[config.mk]
export PLATFORM = sky130hd
export DESIGN_NAME = posm_top
export DESIGN_NICKNAME = d
export VERILOG_FILES = /design/src/logic/posm_axil_slave.v /design/src/logic/posm_pin_steer.v /design/src/logic/posm_top.v
export VERILOG_INCLUDE_DIRS = /design/src /design/src/logic
export SDC_FILE = /design/constraint.sdc
export NUM_CORES = 1
export LEC_CHECK = 0
export BUFFER_PORTS_ARGS = -buffer_cell sky130_fd_sc_hd__buf_4
export CAP_MARGIN = 10
export CORE_UTILIZATION = 42
export DETAILED_ROUTE_END_ITERATION = 10
export PLACE_DENSITY = 0.71
export SYNTH_ARGS = -nofsm -noshare
export SYNTH_HDL_FRONTEND = slang
export SYNTH_SLANG_ARGS = --single-unit
[constraint.sdc]
create_clock -name core_clk_in -period 3 [get_ports core_clk_in]
set_clock_uncertainty 0.05 [all_clocks]
set_input_delay 0.3 -clock core_clk_in [delete_from_list [all_inputs] [get_ports core_clk_in]]
set_output_delay 0.3 -clock core_clk_in [all_outputs]
set_load 0.05 [all_outputs]
[src/logic/posm_defines.vh]
/*
  Constants for the output pin select map: register offsets, field positions,
  reset values and bus answer codes.
  Assumes it is included by bare name from the design files under logic/.
*/
// How it works
// - A field holding n from 1 to 31 routes peripheral output n to its pin; zero leaves the pin to port control.
// - Bits 4 to 0 of each register select for the even pin.
// - Bits 12 to 8 of each register select for the odd pin.
// - Bits 15 to 13 ignore writes and read as zero.
// - Bits 7 to 5 ignore writes and read as zero.
// - Reset clears every selection field to zero.
// - Selection fields are writable and read back the last written value.
// - Eight registers, register k controls pins 2k and 2k+1.
`ifndef POSM_DEFINES_VH
`define POSM_DEFINES_VH

// ==========================================================
// Register map
`define POSM_REG_COUNT 8
`define POSM_PIN_COUNT 16
`define POSM_PERIPH_COUNT 32
`define POSM_OFS_SEL_0_1 8'h00
`define POSM_OFS_SEL_2_3 8'h04
`define POSM_OFS_SEL_4_5 8'h08
`define POSM_OFS_SEL_6_7 8'h0c
`define POSM_OFS_SEL_8_9 8'h10
`define POSM_OFS_SEL_10_11 8'h14
`define POSM_OFS_SEL_12_13 8'h18
`define POSM_OFS_SEL_14_15 8'h1c
`define POSM_ADDR_W 8

// ==========================================================
// Field layout
`define POSM_SEL_W 5
`define POSM_EVEN_LSB 0
`define POSM_ODD_LSB 8
`define POSM_FIELD_RESET 5'h00
`define POSM_SEL_NONE 5'h00

// ==========================================================
// Bus answers
`define POSM_RESP_OKAY 2'h0
`define POSM_RESP_SLVERR 2'h2

`endif

[src/logic/posm_axil_slave.v]
/*
  AXI4-Lite slave front end: accepts one write and one read at a time and
  hands single-cycle strobes to the register file.
  Assumes a master that keeps valid and payload stable until taken.
*/
`timescale 1ns/100ps
`default_nettype none
`include "posm_defines.vh"

module posm_axil_slave (
  input wire core_clk_in,
  input wire rstn_in,
  input wire [`POSM_ADDR_W-1:0] awaddr_in,
  input wire awvalid_in,
  output reg awready_out,
  input wire [31:0] wdata_in,
  input wire [3:0] wstrb_in,
  input wire wvalid_in,
  output reg wready_out,
  output reg [1:0] bresp_out,
  output reg bvalid_out,
  input wire bready_in,
  input wire [`POSM_ADDR_W-1:0] araddr_in,
  input wire arvalid_in,
  output reg arready_out,
  output reg [31:0] rdata_out,
  output reg [1:0] rresp_out,
  output reg rvalid_out,
  input wire rready_in,
  output reg wr_stb_out,
  output reg [`POSM_ADDR_W-1:0] wr_addr_out,
  output reg [31:0] wr_data_out,
  output reg [3:0] wr_strb_out,
  input wire wr_ok_in,
  output reg rd_stb_out,
  output reg [`POSM_ADDR_W-1:0] rd_addr_out,
  input wire [31:0] rd_data_in,
  input wire rd_ok_in
);

  reg aw_held;
  reg w_held;
  reg wr_pend;
  reg rd_pend;

  // ==========================================================
  // Write path: address and data are latched in either order
  always @(posedge core_clk_in) begin
    if (!rstn_in) begin
      awready_out <= 1'b0;
      wready_out <= 1'b0;
      aw_held <= 1'b0;
      w_held <= 1'b0;
      wr_stb_out <= 1'b0;
      wr_pend <= 1'b0;
      wr_addr_out <= {`POSM_ADDR_W{1'b0}};
      wr_data_out <= 32'h0000_0000;
      wr_strb_out <= 4'h0;
      bvalid_out <= 1'b0;
      bresp_out <= `POSM_RESP_OKAY;
    end else begin
      awready_out <= 1'b0;
      wready_out <= 1'b0;
      wr_stb_out <= 1'b0;
      // Ready is a one-cycle pulse so each item is taken exactly once
      if (awvalid_in && !aw_held && !awready_out && !bvalid_out) begin
        awready_out <= 1'b1;
        aw_held <= 1'b1;
        wr_addr_out <= awaddr_in;
      end
      if (wvalid_in && !w_held && !wready_out && !bvalid_out) begin
        wready_out <= 1'b1;
        w_held <= 1'b1;
        wr_data_out <= wdata_in;
        wr_strb_out <= wstrb_in;
      end
      if (aw_held && w_held && !wr_pend) begin
        wr_stb_out <= 1'b1;
        wr_pend <= 1'b1;
      end
      // Response one cycle after the strobe, once decode has answered
      if (wr_stb_out) begin
        bvalid_out <= 1'b1;
        bresp_out <= wr_ok_in ? `POSM_RESP_OKAY : `POSM_RESP_SLVERR;
      end
      if (bvalid_out && bready_in) begin
        bvalid_out <= 1'b0;
        aw_held <= 1'b0;
        w_held <= 1'b0;
        wr_pend <= 1'b0;
      end
    end
  end

  // ==========================================================
  // Read path
  always @(posedge core_clk_in) begin
    if (!rstn_in) begin
      arready_out <= 1'b0;
      rd_stb_out <= 1'b0;
      rd_pend <= 1'b0;
      rd_addr_out <= {`POSM_ADDR_W{1'b0}};
      rvalid_out <= 1'b0;
      rdata_out <= 32'h0000_0000;
      rresp_out <= `POSM_RESP_OKAY;
    end else begin
      arready_out <= 1'b0;
      rd_stb_out <= 1'b0;
      if (arvalid_in && !rd_pend && !arready_out) begin
        arready_out <= 1'b1;
        rd_pend <= 1'b1;
        rd_stb_out <= 1'b1;
        rd_addr_out <= araddr_in;
      end
      if (rd_stb_out) begin
        rvalid_out <= 1'b1;
        rdata_out <= rd_ok_in ? rd_data_in : 32'h0000_0000;
        rresp_out <= rd_ok_in ? `POSM_RESP_OKAY : `POSM_RESP_SLVERR;
      end
      if (rvalid_out && rready_in) begin
        rvalid_out <= 1'b0;
        rd_pend <= 1'b0;
      end
    end
  end

endmodule
`default_nettype wire

[src/logic/posm_pin_steer.v]
/*
  Steering for one remappable pin: picks the peripheral output named by its
  selection field and reports whether the pin is taken from port control.
  Assumes the peripheral outputs and port latch are synchronous to the clock.
*/
`timescale 1ns/100ps
`default_nettype none
`include "posm_defines.vh"

module posm_pin_steer (
  input wire core_clk_in,
  input wire rstn_in,
  input wire [`POSM_SEL_W-1:0] sel_in,
  input wire [`POSM_PERIPH_COUNT-1:0] periph_out_in,
  input wire [`POSM_PERIPH_COUNT-1:0] periph_oe_in,
  input wire port_out_in,
  input wire port_oe_in,
  output reg pin_out,
  output reg pin_oe_out,
  output reg pin_mapped_out
);

  // ==========================================================
  // Registered mux so pins come straight from flip-flops
  always @(posedge core_clk_in) begin
    if (!rstn_in) begin
      pin_out <= 1'b0;
      pin_oe_out <= 1'b0;
      pin_mapped_out <= 1'b0;
    end else if (sel_in == `POSM_SEL_NONE) begin
      pin_out <= port_out_in;
      pin_oe_out <= port_oe_in;
      pin_mapped_out <= 1'b0;
    end else begin
      pin_out <= periph_out_in[sel_in];
      pin_oe_out <= periph_oe_in[sel_in];
      pin_mapped_out <= 1'b1;
    end
  end

endmodule
`default_nettype wire

[src/logic/posm_top.v]
/*
  Output pin select map: eight AXI4-Lite registers, two 5-bit selection
  fields each, steering peripheral outputs 1 to 31 onto 16 remappable pins.
  Assumes one 10 MHz clock, synchronous active-low reset, and that
  peripheral output n sits at bit n of the peripheral buses.
*/
// The AXI4-Lite register port and the register offsets were decided locally.
`timescale 1ns/100ps
`default_nettype none
`include "posm_defines.vh"

module posm_top (
  input wire core_clk_in,
  input wire rstn_in,
  input wire [`POSM_ADDR_W-1:0] s_axi_awaddr_in,
  input wire s_axi_awvalid_in,
  output wire s_axi_awready_out,
  input wire [31:0] s_axi_wdata_in,
  input wire [3:0] s_axi_wstrb_in,
  input wire s_axi_wvalid_in,
  output wire s_axi_wready_out,
  output wire [1:0] s_axi_bresp_out,
  output wire s_axi_bvalid_out,
  input wire s_axi_bready_in,
  input wire [`POSM_ADDR_W-1:0] s_axi_araddr_in,
  input wire s_axi_arvalid_in,
  output wire s_axi_arready_out,
  output wire [31:0] s_axi_rdata_out,
  output wire [1:0] s_axi_rresp_out,
  output wire s_axi_rvalid_out,
  input wire s_axi_rready_in,
  input wire [`POSM_PERIPH_COUNT-1:0] periph_out_in,
  input wire [`POSM_PERIPH_COUNT-1:0] periph_oe_in,
  input wire [`POSM_PIN_COUNT-1:0] port_out_in,
  input wire [`POSM_PIN_COUNT-1:0] port_oe_in,
  output wire [`POSM_PIN_COUNT-1:0] pin_out,
  output wire [`POSM_PIN_COUNT-1:0] pin_oe_out,
  output wire [`POSM_PIN_COUNT-1:0] pin_mapped_out
);

  // Selection storage, one entry per pin
  reg [`POSM_SEL_W-1:0] pin_sel [0:`POSM_PIN_COUNT-1];

  wire wr_stb;
  wire [`POSM_ADDR_W-1:0] wr_addr;
  wire [31:0] wr_data;
  wire [3:0] wr_strb;
  wire [`POSM_ADDR_W-1:0] rd_addr;
  reg wr_ok;
  reg rd_ok;
  reg [31:0] rd_data;
  wire [2:0] wr_idx;
  wire [2:0] rd_idx;

  // ==========================================================
  // Address decode
  // Word-aligned offsets inside the eight-word window are mapped; anything
  // else answers SLVERR so stray software accesses are visible.
  function addr_hit;
    input [`POSM_ADDR_W-1:0] a;
    begin
      addr_hit = (a[1:0] == 2'b00) && (a[`POSM_ADDR_W-1:5] == 3'b000);
    end
  endfunction

  function [2:0] addr_index;
    input [`POSM_ADDR_W-1:0] a;
    begin
      addr_index = a[4:2];
    end
  endfunction

  assign wr_idx = addr_index(wr_addr);
  assign rd_idx = addr_index(rd_addr);

  // Decode result for the bus slave
  always @* begin
    wr_ok = addr_hit(wr_addr);
    rd_ok = addr_hit(rd_addr);
  end

  // ==========================================================
  // Register read-back: unimplemented bits are forced to zero
  always @* begin
    rd_data = 32'h0000_0000;
    rd_data[`POSM_EVEN_LSB +: `POSM_SEL_W] = pin_sel[{rd_idx, 1'b0}];
    rd_data[`POSM_ODD_LSB +: `POSM_SEL_W] = pin_sel[{rd_idx, 1'b1}];
  end

  // ==========================================================
  // Register writes
  // Byte lane 0 carries the even field and lane 1 the odd one; bits 7-5 and
  // 15-13 are never stored, so writes there are dropped.
  integer i;
  always @(posedge core_clk_in) begin
    if (!rstn_in) begin
      for (i = 0; i < `POSM_PIN_COUNT; i = i + 1) begin
        pin_sel[i] <= `POSM_FIELD_RESET;
      end
    end else if (wr_stb && wr_ok) begin
      if (wr_strb[0]) begin
        pin_sel[{wr_idx, 1'b0}] <= wr_data[`POSM_EVEN_LSB +: `POSM_SEL_W];
      end
      if (wr_strb[1]) begin
        pin_sel[{wr_idx, 1'b1}] <= wr_data[`POSM_ODD_LSB +: `POSM_SEL_W];
      end
    end
  end

  // ==========================================================
  // Bus slave
  posm_axil_slave u_slave (
    .core_clk_in(core_clk_in),
    .rstn_in(rstn_in),
    .awaddr_in(s_axi_awaddr_in),
    .awvalid_in(s_axi_awvalid_in),
    .awready_out(s_axi_awready_out),
    .wdata_in(s_axi_wdata_in),
    .wstrb_in(s_axi_wstrb_in),
    .wvalid_in(s_axi_wvalid_in),
    .wready_out(s_axi_wready_out),
    .bresp_out(s_axi_bresp_out),
    .bvalid_out(s_axi_bvalid_out),
    .bready_in(s_axi_bready_in),
    .araddr_in(s_axi_araddr_in),
    .arvalid_in(s_axi_arvalid_in),
    .arready_out(s_axi_arready_out),
    .rdata_out(s_axi_rdata_out),
    .rresp_out(s_axi_rresp_out),
    .rvalid_out(s_axi_rvalid_out),
    .rready_in(s_axi_rready_in),
    .wr_stb_out(wr_stb),
    .wr_addr_out(wr_addr),
    .wr_data_out(wr_data),
    .wr_strb_out(wr_strb),
    .wr_ok_in(wr_ok),
    .rd_stb_out(),
    .rd_addr_out(rd_addr),
    .rd_data_in(rd_data),
    .rd_ok_in(rd_ok)
  );

  // ==========================================================
  // One steering cell per pin; pin 2k and 2k+1 share register k
  genvar p;
  generate
    for (p = 0; p < `POSM_PIN_COUNT; p = p + 1) begin : g_pin
      posm_pin_steer u_steer (
        .core_clk_in(core_clk_in),
        .rstn_in(rstn_in),
        .sel_in(pin_sel[p]),
        .periph_out_in(periph_out_in),
        .periph_oe_in(periph_oe_in),
        .port_out_in(port_out_in[p]),
        .port_oe_in(port_oe_in[p]),
        .pin_out(pin_out[p]),
        .pin_oe_out(pin_oe_out[p]),
        .pin_mapped_out(pin_mapped_out[p])
      );
    end
  endgenerate

endmodule
`default_nettype wire

==> results.yml, run 1 <==
floorplanning:
  rows: 72
  die_x_um: 200
  boundaryPins: 244
  floorplan.die_area_um2: 39900
  die_y_um: 200
  start_util: 0.425
  core_area_um2: 38600
global_routing:
  grt_usage: 0.303
  grt_first_pass_wirelength_um: 86900
  grt_antenna_before_repair: 2
  grt_pass1_vias: 13515
  overflow: 0
  grt_start_max_net_pins: 39
worst_setup_path:
  critical_path.endpoint: "pin_sel[1][1]"
  critical_path.startpoint_type: "register"
  ff2ff_setup_slack_ns: 0.44
  startpoint_of_the_most_critical_register_to_register_path: "u_slave.wr_addr_out[7]"
  critPathKind: "register to register"
  cp_data_arrival_time_ns: 2.68
  worstSetupStartpoint: "u_slave.wr_addr_out[7]"
  crit-reg2reg-capture: "pin_sel[1][1]"
  crit_required_ns: 3.12
  crit_fanout: 8
  type_of_element_capturing_the_critical_path: "register"
  reg2reg_depth: 5
yosys:
  synth.largest_area_cell: "sky130_fd_sc_hd__mux4_2"
  yosysSeqAreaShare: 0.269
  ys_top_cells_by_area: "sky130_fd_sc_hd__mux4_2 (35%), sky130_fd_sc_hd__edfxtp_1 (15%), sky130_fd_sc_hd__dfxtp_1 (12%), sky130_fd_sc_hd__mux2i_1 (9.7%), sky130_fd_sc_hd__buf_4 (3.4%)"
  synth_warnings: 0
  post_synthesis_instance_total: 1435
  postSynthRegisterBits: 181
  post_synth.cell_area_avg_um2: 11.5
  synth_enable_flop_cells: 80
  yosys_top_cell_area_share: 0.348
  syn-cell-area_um2: 16400
  yosys.cell_types.count: 60
  synth_top_flop_cell: "sky130_fd_sc_hd__dfxtp_1"
  async_flop_share: 0
sta:
  finalHoldViolations: 0
  max_slew_violation_total_from_the_final_report: 0
  maxClockFrequency_mhz: 390
  final_period_minus_worst_setup_slack_ns: 2.56
  worst-slew-pin-transition_ns: 1.13
  post-route-period-util: 0.854
  max_slew_margin: 0.248
  tns_ns: 0
  setup_viol: 0
  rsz0062_at_grt: "no"
clock_network:
  cts.repair_timing.setup_buffer_count: 0
  clock_latency_on_the_worst_skew_pair_ns: 0.46
  htree_levels: 4
  cts.sink_count: 181
  cts_made_buffers: 17
  cts_tree: "built"
  cts.root.buffer_cell: "sky130_fd_sc_hd__clkbuf_16"
  cts-root-to-sink-buffers: 2
  clk_pin_slew_ns: 0.07
placed_design:
  hpwlAfterDp_um: 39100
  number_of_port_buffers: 195
  gp_congestion: 0.956
cells_and_area:
  most_common_cell_after_layout_fill_and_taps_aside: "sky130_fd_sc_hd__mux4_2"
  area_delta_synth_final_pct: 11.3
  drive_gt1_frac: 0.369
  final_nets: 1621
  final_cell_mix: "sky130_fd_sc_hd__mux4_2 (254), sky130_fd_sc_hd__buf_4 (238), sky130_fd_sc_hd__mux2i_1 (160)"
  fin_util: 0.473
route:
  drt_drc_violations_left: 0
  drt-total-wl_um: 60100
  wire_per_inst_um: 30.1
  routed_via_density: 6.99
  post_route_antenna_net_violation_count: 0
  dr.pass1.iters: 6
  drt_iter0_markers: 2225
  num_vias: 13958
power_and_ir_drop:
  power_density_nw_per_um2: 399
  vdd_drop_max_mv: 0.424
  total_leakage_power_nw: 6.51
job:
  drv.max_cap_violation_count: 0
status:
  outcome: "completed"
min_path:
  worst_hold_path_type: "input port to register"
-- cell type report --
type                    instances  area, um^2
repair buffers                240        1810
multi-input cells            1018       10800
inverters                       8        30.0
diodes                          1        2.50
flip-flops and latches        181        4420
fillers                      3441       20400
well taps                     518         648
clock inverters                13         131
clock buffers                  19         464
-- routing by layer --
metal / wire [um] / track usage
met1: 19800 / 0.364
met2: 26000 / 0.444
met3: 9670 / 0.130
met4: 4670 / 0.200
met5: 31 / 0
-- synth_stat cells (all sizes together), types with 5 or more instances --
| cell type | n |
|---|---|
| mux4 | 254 |
| mux2i | 160 |
| buf | 129 |
| clkbuf | 122 |
| nand2 | 107 |
| dfxtp | 101 |
| nor2 | 83 |
| and2 | 82 |
| edfxtp | 80 |
| a21oi | 44 |
| o21ai | 42 |
| nor2b | 33 |
| nor3 | 24 |
| a22oi | 16 |
| a311oi | 14 |
| a32o | 12 |
| nand2b | 11 |
| nand3 | 9 |
| mux2 | 8 |
| nor4b | 8 |
| o2111a | 8 |
| o22ai | 8 |
| a211oi | 7 |
| inv | 7 |
| or3 | 6 |
| nand3b | 5 |
| o21a | 5 |
| or4b | 5 |
-- repair_timing --
| action | 4_1_cts | 5_1_grt |
|---|---|---|
| endpoints found under the setup margin | 0 | 0 |
| hold buffers | 2 | 0 |
| gates resized for setup | 0 | 0 |
| endpoints found under the hold margin | 2 | 0 |
-- where the power goes --
group / internal, W / switching [W]
combinational: 0.000902 / 0.00115
clock: 0.00117 / 0.00111
sequential: 0.00270 / 0.000253
total: 0.00478 / 0.00251
-- worst min-delay path by stage --
stage | startpoint | end | slack [ns] | depth (start not counted)
floorplan | u_slave.wr_pend | u_slave.wr_stb_out | 0.35 | 1
global placement | u_slave.wr_pend | u_slave.wr_stb_out | 0.37 | 1
global route | s_axi_araddr_in[6] | u_slave.rd_addr_out[6] | 0.02 | 3
CTS | port_oe_in[0] | g_pin[0].u_steer.pin_oe_out | 0.01 | 2
detailed placement | u_slave.wr_pend | u_slave.wr_stb_out | 0.36 | 1
finish | s_axi_araddr_in[5] | u_slave.rd_addr_out[5] | 0.03 | 3
-- state kept, by name, summed over array words and instances, names as in the netlist, named ones only --
name,cells
g_pin.u_steer.pin_out,16
u_slave.wready_out,1
u_slave.aw_held,1
u_slave.rd_pend,1
u_slave.wr_strb_out,2
u_slave.rdata_out,10
g_pin.u_steer.pin_oe_out,16
u_slave.awready_out,1
u_slave.bresp_out,1
u_slave.wr_data_out,10
g_pin.u_steer.pin_mapped_out,16
u_slave.wr_addr_out,8
u_slave.wr_pend,1
u_slave.wr_stb_out,1
u_slave.rvalid_out,1
u_slave.rresp_out,1
u_slave.arready_out,1
pin_sel,80
u_slave.bvalid_out,1
u_slave.rd_addr_out,8
u_slave.w_held,1
-- metrics by stage --
| step | instances | power (W) | hold slack [ns] | cell area [um^2] | setup slack, ns |
|---|---|---|---|---|---|
| finish | 1998 | 0.00729 | 0.0282 | 18300 | 0.437 |
| global route | 1997 | 0.00752 | 0.0214 | 18300 | 0.285 |
| CTS | 1997 | 0.00725 | 0.0145 | 18300 | 0.431 |
| detailed placement | 1963 | 0.00499 | 0.361 | 17700 | 0.444 |
| global placement | 1963 | 0.00495 | 0.366 | 17700 | 0.489 |
| floorplan | 1458 | 0.00436 | 0.348 | 16500 | 0.528 |
-- cell families (layout without fill, tap and decap cells) --
group,count (synthesis),after routing,synth area share
other,1,25,0.000228
AOI/OAI and AO/OA,178,178,0.0736
buffers and inverters,259,280,0.0806
DFF,181,181,0.269
and+or+nand+nor,394,394,0.125
muxes,422,422,0.451
-- worst max-delay path, cell delays in order (launching register included) --
cell,delay (ns)
sky130_fd_sc_hd__dfxtp_1,0.32
sky130_fd_sc_hd__or4b_4,0.55
sky130_fd_sc_hd__nor3_4,0.20
sky130_fd_sc_hd__or4b_1,0.72
sky130_fd_sc_hd__o21ai_0,0.26
sky130_fd_sc_hd__buf_4,0.18
Note: power is estimated with default switching activity, not from simulation.
==> inputs of run 2 (changes only) <==
MAX_ROUTING_LAYER = met4   (was unset)
SETUP_SLACK_MARGIN = 0.1   (was unset)
==> results.yml, run 2 (same netlist as run 1, synthesis figures left out) <==
power_and_ir_drop:
  clkPwrFrac: 0.306
  total_leakage_power_nw: 6.49
  share_comb_of_total_power: 0.285
  netSwitchingPower_w: 0.00250
  power_switching_share: 0.346
  power.share.sequential: 0.409
  internal_power_w: 0.00473
  power_density_nw_per_um2: 396
  vdd_drop_max_mv: 0.361
sta:
  max_slew_margin: 0.264
  finalHoldViolations: 0
  post-route-period-util: 0.850
  rsz0062_at_grt: "no"
  maxClockFrequency_mhz: 392
  tns_ns: 0
  final_period_minus_worst_setup_slack_ns: 2.55
  hold_slack_ns: 0.0236
  setup_viol: 0
  worst-slew-pin-transition_ns: 1.10
  max_slew_violation_total_from_the_final_report: 0
cells_and_area:
  final_area_um2: 18300
  layout.area.seq_um2: 4420
  final_cell_mix: "sky130_fd_sc_hd__mux4_2 (254), sky130_fd_sc_hd__buf_4 (235), sky130_fd_sc_hd__mux2i_1 (160)"
  multiInputGateArea_um2: 10800
  most_common_cell_after_layout_fill_and_taps_aside: "sky130_fd_sc_hd__mux4_2"
  final-instance-count-excl-fill: 1998
  final_nets: 1619
  drive_gt1_frac: 0.368
  top_register: "pin_sel"
  num-fill-cells: 3448
  fin_util: 0.472
  area_delta_synth_final_pct: 11.1
  largest_reg_flops: 80
clock_network:
  cts.root.buffer_cell: "sky130_fd_sc_hd__clkbuf_16"
  clock_latency_on_the_worst_skew_pair_ns: 0.46
  htree_levels: 4
  cts.sink_count: 181
  post_cts_resize_count: 0
  cts_tree: "built"
  cts_made_buffers: 17
  clk_pin_slew_ns: 0.07
  cts-root-to-sink-buffers: 2
job:
  drv.max_cap_violation_count: 0
worst_setup_path:
  critical_path.startpoint_type: "register"
  crit-reg2reg-capture: "pin_sel[0][3]"
  critPathKind: "register to register"
  startpoint_of_the_most_critical_register_to_register_path: "u_slave.wr_addr_out[7]"
  worstSetupStartpoint: "u_slave.wr_addr_out[7]"
  crit_fanout: 8
  ff2ff_setup_slack_ns: 0.45
  cp_data_arrival_time_ns: 2.68
  critical_path.endpoint: "pin_sel[0][3]"
  crit_required_ns: 3.13
  reg2reg_depth: 5
  type_of_element_capturing_the_critical_path: "register"
global_routing:
  grt_usage: 0.314
  grt_pass1_vias: 13473
  grt_first_pass_wirelength_um: 86500
  overflow: 0
  grt_start_max_net_pins: 63
  grt_antenna_before_repair: 2
floorplanning:
  boundaryPins: 244
  start_util: 0.425
  die_x_um: 200
  die_y_um: 200
  core_area_um2: 38600
  rows: 72
  floorplan.die_area_um2: 39900
route:
  drt_drc_violations_left: 0
  wire_per_inst_um: 30.2
  drt-total-wl_um: 60300
  top_layer: "met4"
  met3_wirelength_um: 9540
  num_vias: 14077
  route.layer.met1.wl_um: 19400
  routed_via_density: 7.05
  drt_iter0_markers: 2030
  dr.pass1.iters: 8
  post_route_antenna_net_violation_count: 0
  wl_met2_um: 26100
placed_design:
  hpwlAfterDp_um: 38700
  gp_congestion: 0.968
  dp.cells: 1960
  number_of_port_buffers: 195
  dpl_cell_area_um2: 17600
min_path:
  worst_hold_path_type: "input port to register"
status:
  outcome: "completed"
==> run 2: metrics by stage <==
step	setup WS, ns	power (W)
finish	0.449	0.00723
global route	0.315	0.00744
CTS	0.444	0.00720
detailed placement	0.453	0.00500
global placement	0.499	0.00496
floorplan	0.528	0.00436
==> run 2: worst min path at each step <==
stage,cells past startpoint,from,to
floorplan,1,u_slave.wr_pend,u_slave.wr_stb_out
global placement,1,u_slave.wr_pend,u_slave.wr_stb_out
detailed placement,1,u_slave.wr_pend,u_slave.wr_stb_out
CTS,2,port_out_in[0],g_pin[0].u_steer.pin_out
global route,2,port_out_in[0],g_pin[0].u_steer.pin_out
finish,2,port_out_in[0],g_pin[0].u_steer.pin_out
==> run 2: area by class of cell <==
cell class                      count  area share
Tap cell                          518      0.0355
Timing Repair Buffer              238      0.0983
Clock inverter                     14     0.00727
Sequential cell                   181       0.242
Antenna cell                        3    0.000411
Inverter                            8     0.00165
Clock buffer                       18      0.0241
Multi-Input combinational cell   1018       0.590
==> run 2: layer usage <==
metal  global-route usage  vias up
met3                0.141      439
met5                    -        -
met4                0.203        0
li1                     -     5567
met2                0.458     1389
met1                0.348     6682
==> run 2: repair_timing <==
item,in CTS,in global routing
hold buffers,3,0
setup buffers,0,0
endpoints found under the hold margin,3,0
==> run 2: worst max-delay path, stage by stage, from the launching register on <==
cell and delay, ns:
sky130_fd_sc_hd__dfxtp_1 0.32, sky130_fd_sc_hd__or4b_4 0.54, sky130_fd_sc_hd__nor3_4 0.19, sky130_fd_sc_hd__or4b_1 0.72, sky130_fd_sc_hd__o21ai_0 0.27, sky130_fd_sc_hd__buf_4 0.17
==> run 2: power by group through the flow <==
stage / combinational (W) / sequential [W] / clock [W]
2_1_floorplan: 0.00151 / 0.00285 / 0
3_3_place_gp: 0.00196 / 0.00300 / 0
3_5_place_dp: 0.00199 / 0.00301 / 0
4_1_cts: 0.00200 / 0.00295 / 0.00225
5_1_grt: 0.00212 / 0.00298 / 0.00234
6_report: 0.00206 / 0.00296 / 0.00221
